[src/qurm_regs.vh]
// Register map constants for the quad UART channel register block
`ifndef QURM_REGS_VH
`define QURM_REGS_VH
`define QURM_ADDR_DATA 3'h0
`define QURM_ADDR_IER 3'h1
`define QURM_ADDR_ISR 3'h2
`define QURM_ADDR_LCR 3'h3
`define QURM_ADDR_MCR 3'h4
`define QURM_ADDR_LSR 3'h5
`define QURM_ADDR_MSR 3'h6
`define QURM_ADDR_SPR 3'h7
`define QURM_LCR_ENH 8'hBF
`define QURM_LCR_DIVEN 7
`define QURM_EFR_ENH_BIT 4
`define QURM_RST_BYTE 8'h00
`define QURM_IER_GATED 8'hF0
`define QURM_FCR_GATED 8'h30
`define QURM_MCR_GATED 8'hE0
`define QURM_ISR_GATED 8'h30
`define QURM_DLD_MASK 8'h3F
`define QURM_MCR_MASK 8'hFB
`define QURM_FCR_RXRST 1
`define QURM_FCR_TXRST 2
`define QURM_FCR_EN 0
`define QURM_ISR_NOINT 8'h01
`endif

[src/qurm_channel.v]
// One UART channel register set with bank decoding
`timescale 1ns/1ns
`default_nettype none
`include "qurm_regs.vh"
module qurm_channel (
   input wire i_clk,
   input wire i_rst_n,
   input wire i_sel,
   input wire i_wr,
   input wire i_rd,
   input wire [2:0] i_addr,
   input wire [7:0] i_wdata,
   input wire [7:0] i_rx_data,
   input wire [5:0] i_int_source,
   input wire [7:0] i_line_status,
   input wire [7:0] i_modem_status,
   output wire [7:0] o_rdata,
   output reg [7:0] o_tx_data,
   output reg o_tx_load,
   output reg o_rx_pop,
   output reg o_msr_read,
   output reg o_rx_fifo_reset,
   output reg o_tx_fifo_reset,
   output wire [7:0] o_ier,
   output wire [7:0] o_fcr,
   output wire [7:0] o_lcr,
   output wire [7:0] o_mcr,
   output wire [15:0] o_divisor,
   output wire [7:0] o_fraction,
   output wire [7:0] o_efr,
   output wire [31:0] o_flow_chars
);
   reg [7:0] ier_reg, fcr_reg, lcr_reg, mcr_reg, spr_reg, dll_reg, dlm_reg, dld_reg, efr_reg;
   reg [7:0] xon1_reg, xon2_reg, xoff1_reg, xoff2_reg;
   reg [7:0] rdata;
   wire enh_bank = (lcr_reg == `QURM_LCR_ENH);
   wire div_bank = lcr_reg[`QURM_LCR_DIVEN] && !enh_bank;
   wire norm_bank = !lcr_reg[`QURM_LCR_DIVEN];
   wire enh_on = efr_reg[`QURM_EFR_ENH_BIT];
   wire wr = i_sel && i_wr;
   // Gated bits: writes dropped and reads zero while enhanced mode is off
   function [7:0] gate;
      input [7:0] val;
      input [7:0] mask;
      input en;
      begin
         gate = en ? val : (val & ~mask);
      end
   endfunction
   // Writes keep the old gated bits while enhanced mode is off
   function [7:0] merge;
      input [7:0] val;
      input [7:0] old;
      input [7:0] mask;
      input en;
      begin
         merge = en ? val : ((val & ~mask) | (old & mask));
      end
   endfunction
   assign o_ier = ier_reg;
   assign o_fcr = fcr_reg;
   assign o_lcr = lcr_reg;
   assign o_mcr = mcr_reg;
   assign o_divisor = {dlm_reg, dll_reg};
   assign o_fraction = enh_on ? dld_reg : `QURM_RST_BYTE;
   assign o_efr = efr_reg;
   assign o_flow_chars = {xoff2_reg, xoff1_reg, xon2_reg, xon1_reg};
   always @(posedge i_clk or negedge i_rst_n) begin
      if (!i_rst_n) begin
         ier_reg <= `QURM_RST_BYTE;
         fcr_reg <= `QURM_RST_BYTE;
         lcr_reg <= `QURM_RST_BYTE;
         mcr_reg <= `QURM_RST_BYTE;
         spr_reg <= `QURM_RST_BYTE;
         dll_reg <= `QURM_RST_BYTE;
         dlm_reg <= `QURM_RST_BYTE;
         dld_reg <= `QURM_RST_BYTE;
         efr_reg <= `QURM_RST_BYTE;
         xon1_reg <= `QURM_RST_BYTE;
         xon2_reg <= `QURM_RST_BYTE;
         xoff1_reg <= `QURM_RST_BYTE;
         xoff2_reg <= `QURM_RST_BYTE;
         o_tx_data <= `QURM_RST_BYTE;
         o_tx_load <= 1'b0;
         o_rx_fifo_reset <= 1'b0;
         o_tx_fifo_reset <= 1'b0;
      end else begin
         o_tx_load <= 1'b0;
         o_rx_fifo_reset <= 1'b0;
         o_tx_fifo_reset <= 1'b0;
         if (wr) begin
            case (i_addr)
               `QURM_ADDR_DATA: begin
                  if (norm_bank) begin
                     o_tx_data <= i_wdata;
                     o_tx_load <= 1'b1;
                  end else if (div_bank) begin
                     dll_reg <= i_wdata;
                  end
               end
               `QURM_ADDR_IER: begin
                  if (norm_bank)
                     ier_reg <= merge(i_wdata, ier_reg, `QURM_IER_GATED, enh_on);
                  else if (div_bank)
                     dlm_reg <= i_wdata;
               end
               `QURM_ADDR_ISR: begin
                  if (enh_bank) begin
                     efr_reg <= i_wdata;
                  end else if (div_bank) begin
                     if (enh_on)
                        dld_reg <= i_wdata & `QURM_DLD_MASK;
                  end else begin
                     fcr_reg <= merge(i_wdata, fcr_reg, `QURM_FCR_GATED, enh_on);
                     o_rx_fifo_reset <= i_wdata[`QURM_FCR_RXRST];
                     o_tx_fifo_reset <= i_wdata[`QURM_FCR_TXRST];
                  end
               end
               `QURM_ADDR_LCR: lcr_reg <= i_wdata;
               `QURM_ADDR_MCR: begin
                  if (enh_bank)
                     xon1_reg <= i_wdata;
                  else
                     mcr_reg <= merge(i_wdata & `QURM_MCR_MASK, mcr_reg, `QURM_MCR_GATED,
                        enh_on);
               end
               `QURM_ADDR_LSR: if (enh_bank) xon2_reg <= i_wdata;
               `QURM_ADDR_MSR: if (enh_bank) xoff1_reg <= i_wdata;
               `QURM_ADDR_SPR: begin
                  if (enh_bank)
                     xoff2_reg <= i_wdata;
                  else
                     spr_reg <= i_wdata;
               end
               default: ;
            endcase
         end
      end
   end
   // Read side effects: receive pop and modem status read
   always @* begin
      o_rx_pop = i_sel && i_rd && norm_bank && (i_addr == `QURM_ADDR_DATA);
      o_msr_read = i_sel && i_rd && !enh_bank && (i_addr == `QURM_ADDR_MSR);
   end
   always @* begin
      rdata = `QURM_RST_BYTE;
      case (i_addr)
         `QURM_ADDR_DATA: begin
            if (norm_bank)
               rdata = i_rx_data;
            else if (div_bank)
               rdata = dll_reg;
         end
         `QURM_ADDR_IER: begin
            if (norm_bank)
               rdata = gate(ier_reg, `QURM_IER_GATED, enh_on);
            else if (div_bank)
               rdata = dlm_reg;
         end
         `QURM_ADDR_ISR: begin
            if (enh_bank)
               rdata = efr_reg;
            else if (div_bank)
               rdata = enh_on ? dld_reg : `QURM_RST_BYTE;
            else
               rdata = gate({fcr_reg[`QURM_FCR_EN], fcr_reg[`QURM_FCR_EN], i_int_source},
                  `QURM_ISR_GATED, enh_on);
         end
         `QURM_ADDR_LCR: rdata = lcr_reg;
         `QURM_ADDR_MCR:
            rdata = enh_bank ? xon1_reg : gate(mcr_reg, `QURM_MCR_GATED, enh_on);
         `QURM_ADDR_LSR: rdata = enh_bank ? xon2_reg : i_line_status;
         `QURM_ADDR_MSR: rdata = enh_bank ? xoff1_reg : i_modem_status;
         `QURM_ADDR_SPR: rdata = enh_bank ? xoff2_reg : spr_reg;
         default: rdata = `QURM_RST_BYTE;
      endcase
   end
   assign o_rdata = rdata;
endmodule
`default_nettype wire

[src/qurm_top.v]
// Four-channel UART register map with FIFO status read
`timescale 1ns/1ns
`default_nettype none
`include "qurm_regs.vh"
// Summary of operation
// - Each of four channels has its own register set, 3-bit address.
// - Normal bank address 0 reads receive byte, writes transmit byte.
// - Divisor bank (bit7 set, not BF) maps divisor low, high, fraction.
// - Value BF maps enhanced function and four flow characters.
// - Status select low reads ready byte, RX high nibble, TX low, active low.
// - Upper enables and some status/control bits need enhanced bit 4.
// - Interrupt enable register at 1 is read/write, eight enables.
// - Address 2 read gives FIFO-enabled bits and interrupt source.
// - Address 2 write loads FIFO control fields.
// - Line control at 3 holds framing, break and divisor enable.
// - Modem control at 4 drives terminal-ready, send-request and modes.
// - Line status at 5 is read-only receive and transmit state.
// - Modem status at 6 gives change flags and input levels.
// - Address 7 normal bank is a plain scratch byte.
// - Fraction register holds fraction and sampling mode bits.
// - Four flow-control characters are full 8-bit read/write.
// - Enhanced function register reachable only with value BF.
// - Enhanced bit 4 gates access to the listed bits.
module qurm_top #(
   parameter NCH = 4
) (
   input wire i_clk,
   input wire i_rst_n,
   input wire [NCH-1:0] i_chan_sel_n,
   input wire i_wr_n,
   input wire i_rd_n,
   input wire [2:0] i_addr,
   input wire [7:0] i_wdata,
   input wire i_fifo_status_select_n,
   input wire [8*NCH-1:0] i_rx_data,
   input wire [6*NCH-1:0] i_int_source,
   input wire [8*NCH-1:0] i_line_status,
   input wire [8*NCH-1:0] i_modem_status,
   input wire [NCH-1:0] i_rx_ready_n,
   input wire [NCH-1:0] i_tx_ready_n,
   output reg [7:0] o_rdata,
   output wire [8*NCH-1:0] o_tx_data,
   output wire [NCH-1:0] o_tx_load,
   output wire [NCH-1:0] o_rx_pop,
   output wire [NCH-1:0] o_msr_read,
   output wire [NCH-1:0] o_rx_fifo_reset,
   output wire [NCH-1:0] o_tx_fifo_reset,
   output wire [8*NCH-1:0] o_ier,
   output wire [8*NCH-1:0] o_fcr,
   output wire [8*NCH-1:0] o_lcr,
   output wire [8*NCH-1:0] o_mcr,
   output wire [16*NCH-1:0] o_divisor,
   output wire [8*NCH-1:0] o_fraction,
   output wire [8*NCH-1:0] o_efr,
   output wire [32*NCH-1:0] o_flow_chars
);
   // Host strobes and ready flags come from pins: two-stage sync
   reg [NCH-1:0] csn_s1, csn_s2;
   reg wrn_s1, wrn_s2, wrn_d, rdn_s1, rdn_s2, rdn_d, fsn_s1, fsn_s2;
   reg [NCH-1:0] rxr_s1, rxr_s2, txr_s1, txr_s2;
   // Address and data are pins too; they settle before the strobe does
   reg [2:0] addr_s1, addr_s2;
   reg [7:0] wdat_s1, wdat_s2;
   wire [8*NCH-1:0] ch_rdata;
   wire wr_pulse = !wrn_s2 && wrn_d;
   wire rd_pulse = !rdn_s2 && rdn_d;
   integer k;
   always @(posedge i_clk or negedge i_rst_n) begin
      if (!i_rst_n) begin
         csn_s1 <= {NCH{1'b1}};
         csn_s2 <= {NCH{1'b1}};
         wrn_s1 <= 1'b1;
         wrn_s2 <= 1'b1;
         wrn_d <= 1'b1;
         rdn_s1 <= 1'b1;
         rdn_s2 <= 1'b1;
         rdn_d <= 1'b1;
         fsn_s1 <= 1'b1;
         fsn_s2 <= 1'b1;
         rxr_s1 <= {NCH{1'b1}};
         rxr_s2 <= {NCH{1'b1}};
         txr_s1 <= {NCH{1'b1}};
         txr_s2 <= {NCH{1'b1}};
         addr_s1 <= 3'h0;
         addr_s2 <= 3'h0;
         wdat_s1 <= `QURM_RST_BYTE;
         wdat_s2 <= `QURM_RST_BYTE;
      end else begin
         csn_s1 <= i_chan_sel_n;
         csn_s2 <= csn_s1;
         wrn_s1 <= i_wr_n;
         wrn_s2 <= wrn_s1;
         wrn_d <= wrn_s2;
         rdn_s1 <= i_rd_n;
         rdn_s2 <= rdn_s1;
         rdn_d <= rdn_s2;
         fsn_s1 <= i_fifo_status_select_n;
         fsn_s2 <= fsn_s1;
         rxr_s1 <= i_rx_ready_n;
         rxr_s2 <= rxr_s1;
         txr_s1 <= i_tx_ready_n;
         txr_s2 <= txr_s1;
         addr_s1 <= i_addr;
         addr_s2 <= addr_s1;
         wdat_s1 <= i_wdata;
         wdat_s2 <= wdat_s1;
      end
   end
   // Status read bypasses channels so no pop side effect fires
   genvar g;
   generate
      for (g = 0; g < NCH; g = g + 1) begin : ch
         qurm_channel u_ch (
            .i_clk(i_clk),
            .i_rst_n(i_rst_n),
            .i_sel(!csn_s2[g] && fsn_s2),
            .i_wr(wr_pulse),
            .i_rd(rd_pulse),
            .i_addr(addr_s2),
            .i_wdata(wdat_s2),
            .i_rx_data(i_rx_data[8*g +: 8]),
            .i_int_source(i_int_source[6*g +: 6]),
            .i_line_status(i_line_status[8*g +: 8]),
            .i_modem_status(i_modem_status[8*g +: 8]),
            .o_rdata(ch_rdata[8*g +: 8]),
            .o_tx_data(o_tx_data[8*g +: 8]),
            .o_tx_load(o_tx_load[g]),
            .o_rx_pop(o_rx_pop[g]),
            .o_msr_read(o_msr_read[g]),
            .o_rx_fifo_reset(o_rx_fifo_reset[g]),
            .o_tx_fifo_reset(o_tx_fifo_reset[g]),
            .o_ier(o_ier[8*g +: 8]),
            .o_fcr(o_fcr[8*g +: 8]),
            .o_lcr(o_lcr[8*g +: 8]),
            .o_mcr(o_mcr[8*g +: 8]),
            .o_divisor(o_divisor[16*g +: 16]),
            .o_fraction(o_fraction[8*g +: 8]),
            .o_efr(o_efr[8*g +: 8]),
            .o_flow_chars(o_flow_chars[32*g +: 32])
         );
      end
   endgenerate
   reg [7:0] rdata_next;
   always @* begin
      rdata_next = `QURM_RST_BYTE;
      if (!fsn_s2) begin
         rdata_next = {rxr_s2[3:0], txr_s2[3:0]};
      end else begin
         for (k = 0; k < NCH; k = k + 1)
            if (!csn_s2[k])
               rdata_next = ch_rdata[8*k +: 8];
      end
   end
   always @(posedge i_clk or negedge i_rst_n) begin
      if (!i_rst_n)
         o_rdata <= `QURM_RST_BYTE;
      else
         o_rdata <= rdata_next;
   end
endmodule
`default_nettype wire

[config.mk]
export PLATFORM = sky130hd
export DESIGN_NAME = qurm_top
export DESIGN_NICKNAME = d
export VERILOG_FILES = /design/src/qurm_channel.v /design/src/qurm_top.v
export VERILOG_INCLUDE_DIRS = /design/src
export SDC_FILE = /design/constraint.sdc
export NUM_CORES = 1
export LEC_CHECK = 0
export BUFFER_PORTS_ARGS = -buffer_cell sky130_fd_sc_hd__buf_2
export CAP_MARGIN = 20
export CORE_UTILIZATION = 29
export CTS_CLUSTER_DIAMETER = 50
export DETAILED_ROUTE_END_ITERATION = 16
export SLEW_MARGIN = 20
export SYNTH_ARGS = -nofsm -noshare
export SYNTH_HDL_FRONTEND = slang
export SYNTH_SLANG_ARGS = --single-unit
[constraint.sdc]
create_clock -name i_clk -period 4.3 [get_ports i_clk]
set_clock_uncertainty 0.2 [all_clocks]
set_input_delay 0.43 -clock i_clk [delete_from_list [all_inputs] [get_ports i_clk]]
set_output_delay 0.43 -clock i_clk [all_outputs]
set_load 0.01 [all_outputs]
==> run metrics, run 1 <==
final worst path period need between 4 and 5 ns; clock-pin transition on the worst setup and hold timing paths ~0.06 ns; worst min path class input pin to asynchronous set/reset pin; Synth Area per Inst about 12 um^2; Fillers slightly below 8000; starting density of the core 29.5%; final setup violation count 0; Post-Syn Instances 1884; initial drt markers 1793; Max Clock Freq approximately 250 MHz; arrival time of the worst setup path 3.44 ns; DRT Wirelength around 110 mm; relative slew slack 27.6%; first-pass GRT wire length between 150 and 200 mm; Global Route Usage Sum 26.9%; critical path type register to primary output; Synth Flop Type dfrtp_1; top cells by count, synth dfrtp_1, mux2_2, nand2_1; EDFF count, synth 0; grt met2 use between 40% and 50%; top-count cell post-synth dfrtp_1; share of post-route cells with drive strength above 1 a little over half; Max stage delay cell, worst path dfrtp_2; cell area after layout roughly 31000 um^2; CP startpoint kind register; worst slack at placement 0.318 ns; Clock Latency Late Sink 0.62 ns; Power per Cell Area between 400 and 500 nW/um^2; Yosys top cell area share about 51%; largest net degree at the start of global routing between 100 and 150; utilization after layout 38.4%; dpl cell area 27600 um^2; via/cell ratio about 5.5; Crit Path Max Fanout 38; synth unique cells 70; met3 Use GR under 10%; Worst Setup SP addr_s2[2]; footprint of the multi-input gates ~9900 um^2; CTS tree built; synthesis-to-layout area growth 30.2%; Synth Register Bits a little over 500; via count a little under 20000; Async S/R FF share, synth between 90% and 100%; Tcrit/Tclk final 94.7%; # rows ~100; Top Usage Layer GRT met2; Reg2Reg Launch Point addr_s2[2]; CP endpoint kind primary output; Static Leak roughly 15 nW; Worst setup endpoint o_msr_read[2]; clock sinks 510; die area approximately 82000 um^2; I/O pin count between 500 and 600; Final Net Count about 2600; Synth area leaders dfrtp_1, mux2_2, dfstp_2; setup tns final 0 ns; Core ar. just under 80000 um^2; Yosys top cell by area dfrtp_1; drt drc 0; final cell count without fillers about 3600; required time worst endpoint roughly 3.7 ns; Synth warnings 0; met1 usage 35.5%; WL/cell about 31 um; Tot Pwr roughly 13 mW; sequential share of the synthesized area 54.6%; Final Hold Viols 0; port buffer count 579; CTS max path bufs 3; R2R setup slack ~0.24 ns; Post-Synthesis Cell Area about 23000 um^2; initial antenna violation count 13; slowest stage delay, CP around 0.96 ns; Post-Place Cells ~3400; status complete, no violations; Chip Height about 290 um; Num CTS Buffers 78; total congestion overflow 0; worst-margin pin slew between 1 and 1.5 ns; maximum vdd ir drop around 0.24 mV; Post-DRT Antenna Nets 0; CTS resizes 0; clock root buffer master clkbuf_16; Sequential Area approximately 13000 um^2; RSZ-0062 raised after global routing false; critical-path cell list nand2_1 -> buf_12 -> or2_2 -> nor3_1 -> buf_2; hold slack ~0.10 ns; RD Place Congestion ~0.90; Die W 286 um; R2R cell count 9; worst setup margin roughly 0.23 ns; htree depth 3; Max Cap Viol 0; worst flop-to-flop path endpoint o_rdata[3]; dpl hpwl approximately 85 mm; Pre-antenna DRT Iters 6; number of global-route vias before repair 19400; final number of max-transition violations 0
[power by group]
| group | internal [mW] | switching (mW) | total [mW] | leakage, nW |
|---|---|---|---|---|
| registers | 5.04 | 0.268 | 5.31 | 6.84 |
| logic | 0.481 | 0.759 | 1.24 | 7.37 |
| clock network | 3.92 | 2.49 | 6.41 | 1.27 |
| total | 9.44 | 3.52 | 13.0 | 15.5 |
[worst max-delay path: cells and delay by family, from the launching register on]
family | cells | cell delay (ns)
buf+inv | 2 | 0.56
flops | 1 | 0.96
simple gates | 3 | 1.27
[cell usage in the layout (no fill, tap or decap), types with 18 or more instances in the layout]
cell           instances
a22oi_1               38
nor2_2                21
dfstp_2               32
nor2_1                44
a22o_1                18
dlygate4sd3_1         27
buf_4                 73
a21oi_1               63
a221oi_1              24
buf_2                578
dfrtp_1              467
mux2i_1               42
nand3_1               50
mux2_2               446
and2_1                34
o21ai_0               35
a31oi_1               22
clkbuf_16             80
nand2_1              135
[metal layers]
metal	vias up	routed length [um]
li1	8140	-
met1	10300	47600
met2	1040	52900
met3	195	9070
met4	14	3430
met5	-	88
[cell type report]
| class | instances | area share [%] |
|---|---|---|
| inverters | 9 | 0.111 |
| clock buffers | 96 | 7.09 |
| diodes | 5 | 0.0410 |
| clock inverters | 43 | 1.49 |
| well taps | 1050 | 4.31 |
| repair buffers | 685 | 12.6 |
| flip-flops and latches | 510 | 42.0 |
| multi-input cells | 1206 | 32.3 |
[cell families after synthesis]
family | count (synthesis) | synth area share [%]
other | 1 | 0.0160
AOI/OAI and AO/OA | 312 | 9.42
and+or+nand+nor | 388 | 8.45
buffers and inverters | 179 | 3.67
DFF | 510 | 54.6
muxes | 494 | 23.8
[worst min-delay path by stage]
| stage | endpoint | slack [ns] | from |
|---|---|---|---|
| 3_5_place_dp | wdat_s2[2] | 0.13 | wdat_s1[2] |
| 4_1_cts | wdat_s2[2] | 0.14 | wdat_s1[2] |
| 5_1_grt | ch[0].u_ch.dll_reg[4] | 0.09 | i_rst_n |
| 3_3_place_gp | wdat_s2[2] | 0.13 | wdat_s1[2] |
| 6_report | wdat_s1[5] | 0.10 | i_rst_n |
| 2_1_floorplan | addr_s1[0] | -0.07 | i_rst_n |
[timing repair]
item / CTS / global route
setup buffers: 0 / 0
hold buffers: 27 / 0
hold endpoints to repair: 111 / 0
(Power assumes the default switching activity.)
==> run 2: changes to the inputs <==
--- a/config.mk
+++ b/config.mk
@@ -6,6 +6,7 @@
 export SDC_FILE = /design/constraint.sdc
 export NUM_CORES = 1
 export LEC_CHECK = 0
+export ABC_AREA = 1
 export BUFFER_PORTS_ARGS = -buffer_cell sky130_fd_sc_hd__buf_2
 export CAP_MARGIN = 20
 export CORE_UTILIZATION = 29
==> run 2 against run 1 <==
  * Die area is 1.9% lower
  * Hold slack gained 0.024 ns
  * Clock-buffer cell count decreased by 1
  * Combinational power about the same
  * Fmax rose by 19%
  * Sequential power fell by 2%
  * First-iteration DRC count up 20%
  * Via count grew 14%
==> run metrics, run 2 <==
final number of max-transition violations 0; WL/cell 23.6 um; via count roughly 22000; Power per Cell Area roughly 420 nW/um^2; synth unique cells 36; Max Cap Viol 0; total congestion overflow 0; status complete, no violations; Synth Flop Type dfrtp_1; Synth Register Bits between 500 and 600; RD Place Congestion between 0.9 and 1; Synth area leaders dfrtp_1, nand2_1, o21ai_0; Yosys top cell area share between 50% and 60%; final setup violation count 0; via/cell ratio just over 5; utilization after layout between 30% and 40%; CTS max path bufs 3; Core ar. between 70000 and 80000 um^2; initial antenna violation count 5; Post-Syn Instances ~2800; slowest stage delay, CP 0.56 ns; Tcrit/Tclk final between 70% and 80%; CTS resizes 0; Top delay family on crit path simple AND/OR/NAND/NOR gates; critical-path cell list nor2_1 -> nand2_1 -> nor2_2 -> inv_1 -> nor2_1 -> buf_2; clock sinks 510; first-pass GRT wire length 151 mm; CP endpoint kind primary output; synthesis-to-layout area growth 27.5%; Synth Area per Inst 8.21 um^2; hold_buf cts 27; share of post-route cells with drive strength above 1 about a quarter; drt drc 0; Yosys top cell by area dfrtp_1; Final Hold Viols 0; final cell count without fillers around 4400; Post-DRT Antenna Nets 0; EDFF count, synth 0; number of global-route vias before repair 21200; Post-Place Cells ~4300; CP most frequent cell nor2_1; relative slew slack ~26%; htree depth 3; top-count cell post-synth nand2_1; initial drt markers 2156; RSZ-0062 raised after global routing false; largest net degree at the start of global routing 95; Max Clock Freq 291 MHz; Tot Pwr 12.3 mW; Num CTS Buffers 73; Die W around 280 um; CTS tree built; setup bufs post-CTS 0; Clock Latency Late Sink between 0.6 and 0.7 ns; die area 80300 um^2; Synth warnings 0; setup tns final 0 ns; CP Buf/Inv Count 2; starting density of the core between 20 and 30%; critical path type register to primary output; sequential share of the synthesized area between 50 and 60%; I/O pin count slightly below 600; clock root buffer master clkbuf_16; required time worst endpoint ~3.7 ns; Async S/R FF share, synth between 90% and 100%; Final Net Count around 3500; Global Route Usage Sum around a quarter; CP startpoint kind register; Post-Synthesis Cell Area approximately 23000 um^2; worst min path class register to register; top cells by count, synth nand2_1, o21ai_0, dfrtp_1; Crit Path Max Fanout 9; maximum vdd ir drop about 0.27 mV; DRT Wirelength roughly 100 mm; clock-pin transition on the worst setup and hold timing paths roughly 0.060 ns; most frequent cells in the layout nand2_1, buf_2, o21ai_0; port buffer count between 500 and 600; dpl hpwl about 76 mm; # rows around 100; arrival time of the worst setup path between 2 and 3 ns; Static Leak between 15 and 20 nW; Max stage delay cell, worst path nor2_2; final worst path period need ~3.4 ns; Chip Height about 280 um; commonest non-fill, non-tap cell in the layout nand2_1; Pre-antenna DRT Iters 6; worst-margin pin slew between 1 and 1.5 ns
[run 2: cell count changes after synthesis, moves of 41 or more]
cell     before  now
inv_1         7  118
mux2_2      446    0
mux2i_1      42    0
nand2_1     135  982
nor2_1       46  168
o21ai_0      35  495
o21ai_1       3   44
[run 2: final cells by class]
cell class	instances	area, um^2
sequential	510	12800
tap	1040	1300
multi-input combinational	1973	8730
fill	8141	48700
clock inverter	35	333
timing repair buffer	648	3590
antenna	2	5.00
inverter	138	522
clock buffer	95	2010
[run 2: path summary, 6_finish.rpt]
kind	startpoint	endpoint	slack [ns]	cells after the start
worst max-delay path	addr_s2[0]	o_rx_pop[2]	0.87	6
min in group asynchronous	i_rst_n	ch[3].u_ch.dlm_reg[3]	0.29	2
worst min register to register	addr_s1[1]	addr_s2[1]	0.13	0
worst max register to register	ch[0].u_ch.o_lcr[7]	o_rdata[2]	0.95	13
worst min-delay path	addr_s1[1]	addr_s2[1]	0.13	0
max in group asynchronous	i_rst_n	ch[1].u_ch.dld_reg[1]	2.54	3
[run 2: logic make-up after synthesis]
group,count (synthesis),synth area share (%)
compound gates,660,14.9
buf+inv,327,6.44
flops,510,55.7
other cells,1,0.0163
simple gates,1301,22.9
[run 2: metrics by stage]
| step | cell area, um^2 | hold WS (ns) | worst slack, ns |
|---|---|---|---|
| after floorplan | 23000 | -0.0656 | 2.25 |
| after global placement | 26700 | 0.133 | 0.989 |
| after detailed placement | 26700 | 0.135 | 0.923 |
| after CTS | 29300 | 0.0918 | 0.796 |
| after global routing | 29300 | 0.141 | 0.672 |
| final | 29300 | 0.128 | 0.866 |
[run 2: per-layer routing]
metal  up-vias  track usage, %  share of wire, %
met4         2            9.23               3.4
met3       192            5.56               8.5
met5         -               0            0.0067
met1     10800            33.4                41
li1      10200               -                 -
met2      1134            41.2                47
[run 2: worst reg2reg max path, delay by kind of cell (launching register included)]
family        cells  cell delay (ns)
flops             1             0.55
simple gates     12             2.05
buf+inv           1             0.44
[run 2: where the power goes]
group | switching (mW) | internal, mW
Clock | 2.39 | 3.48
Combinational | 0.841 | 0.376
Sequential | 0.187 | 5.04
Total | 3.42 | 8.89
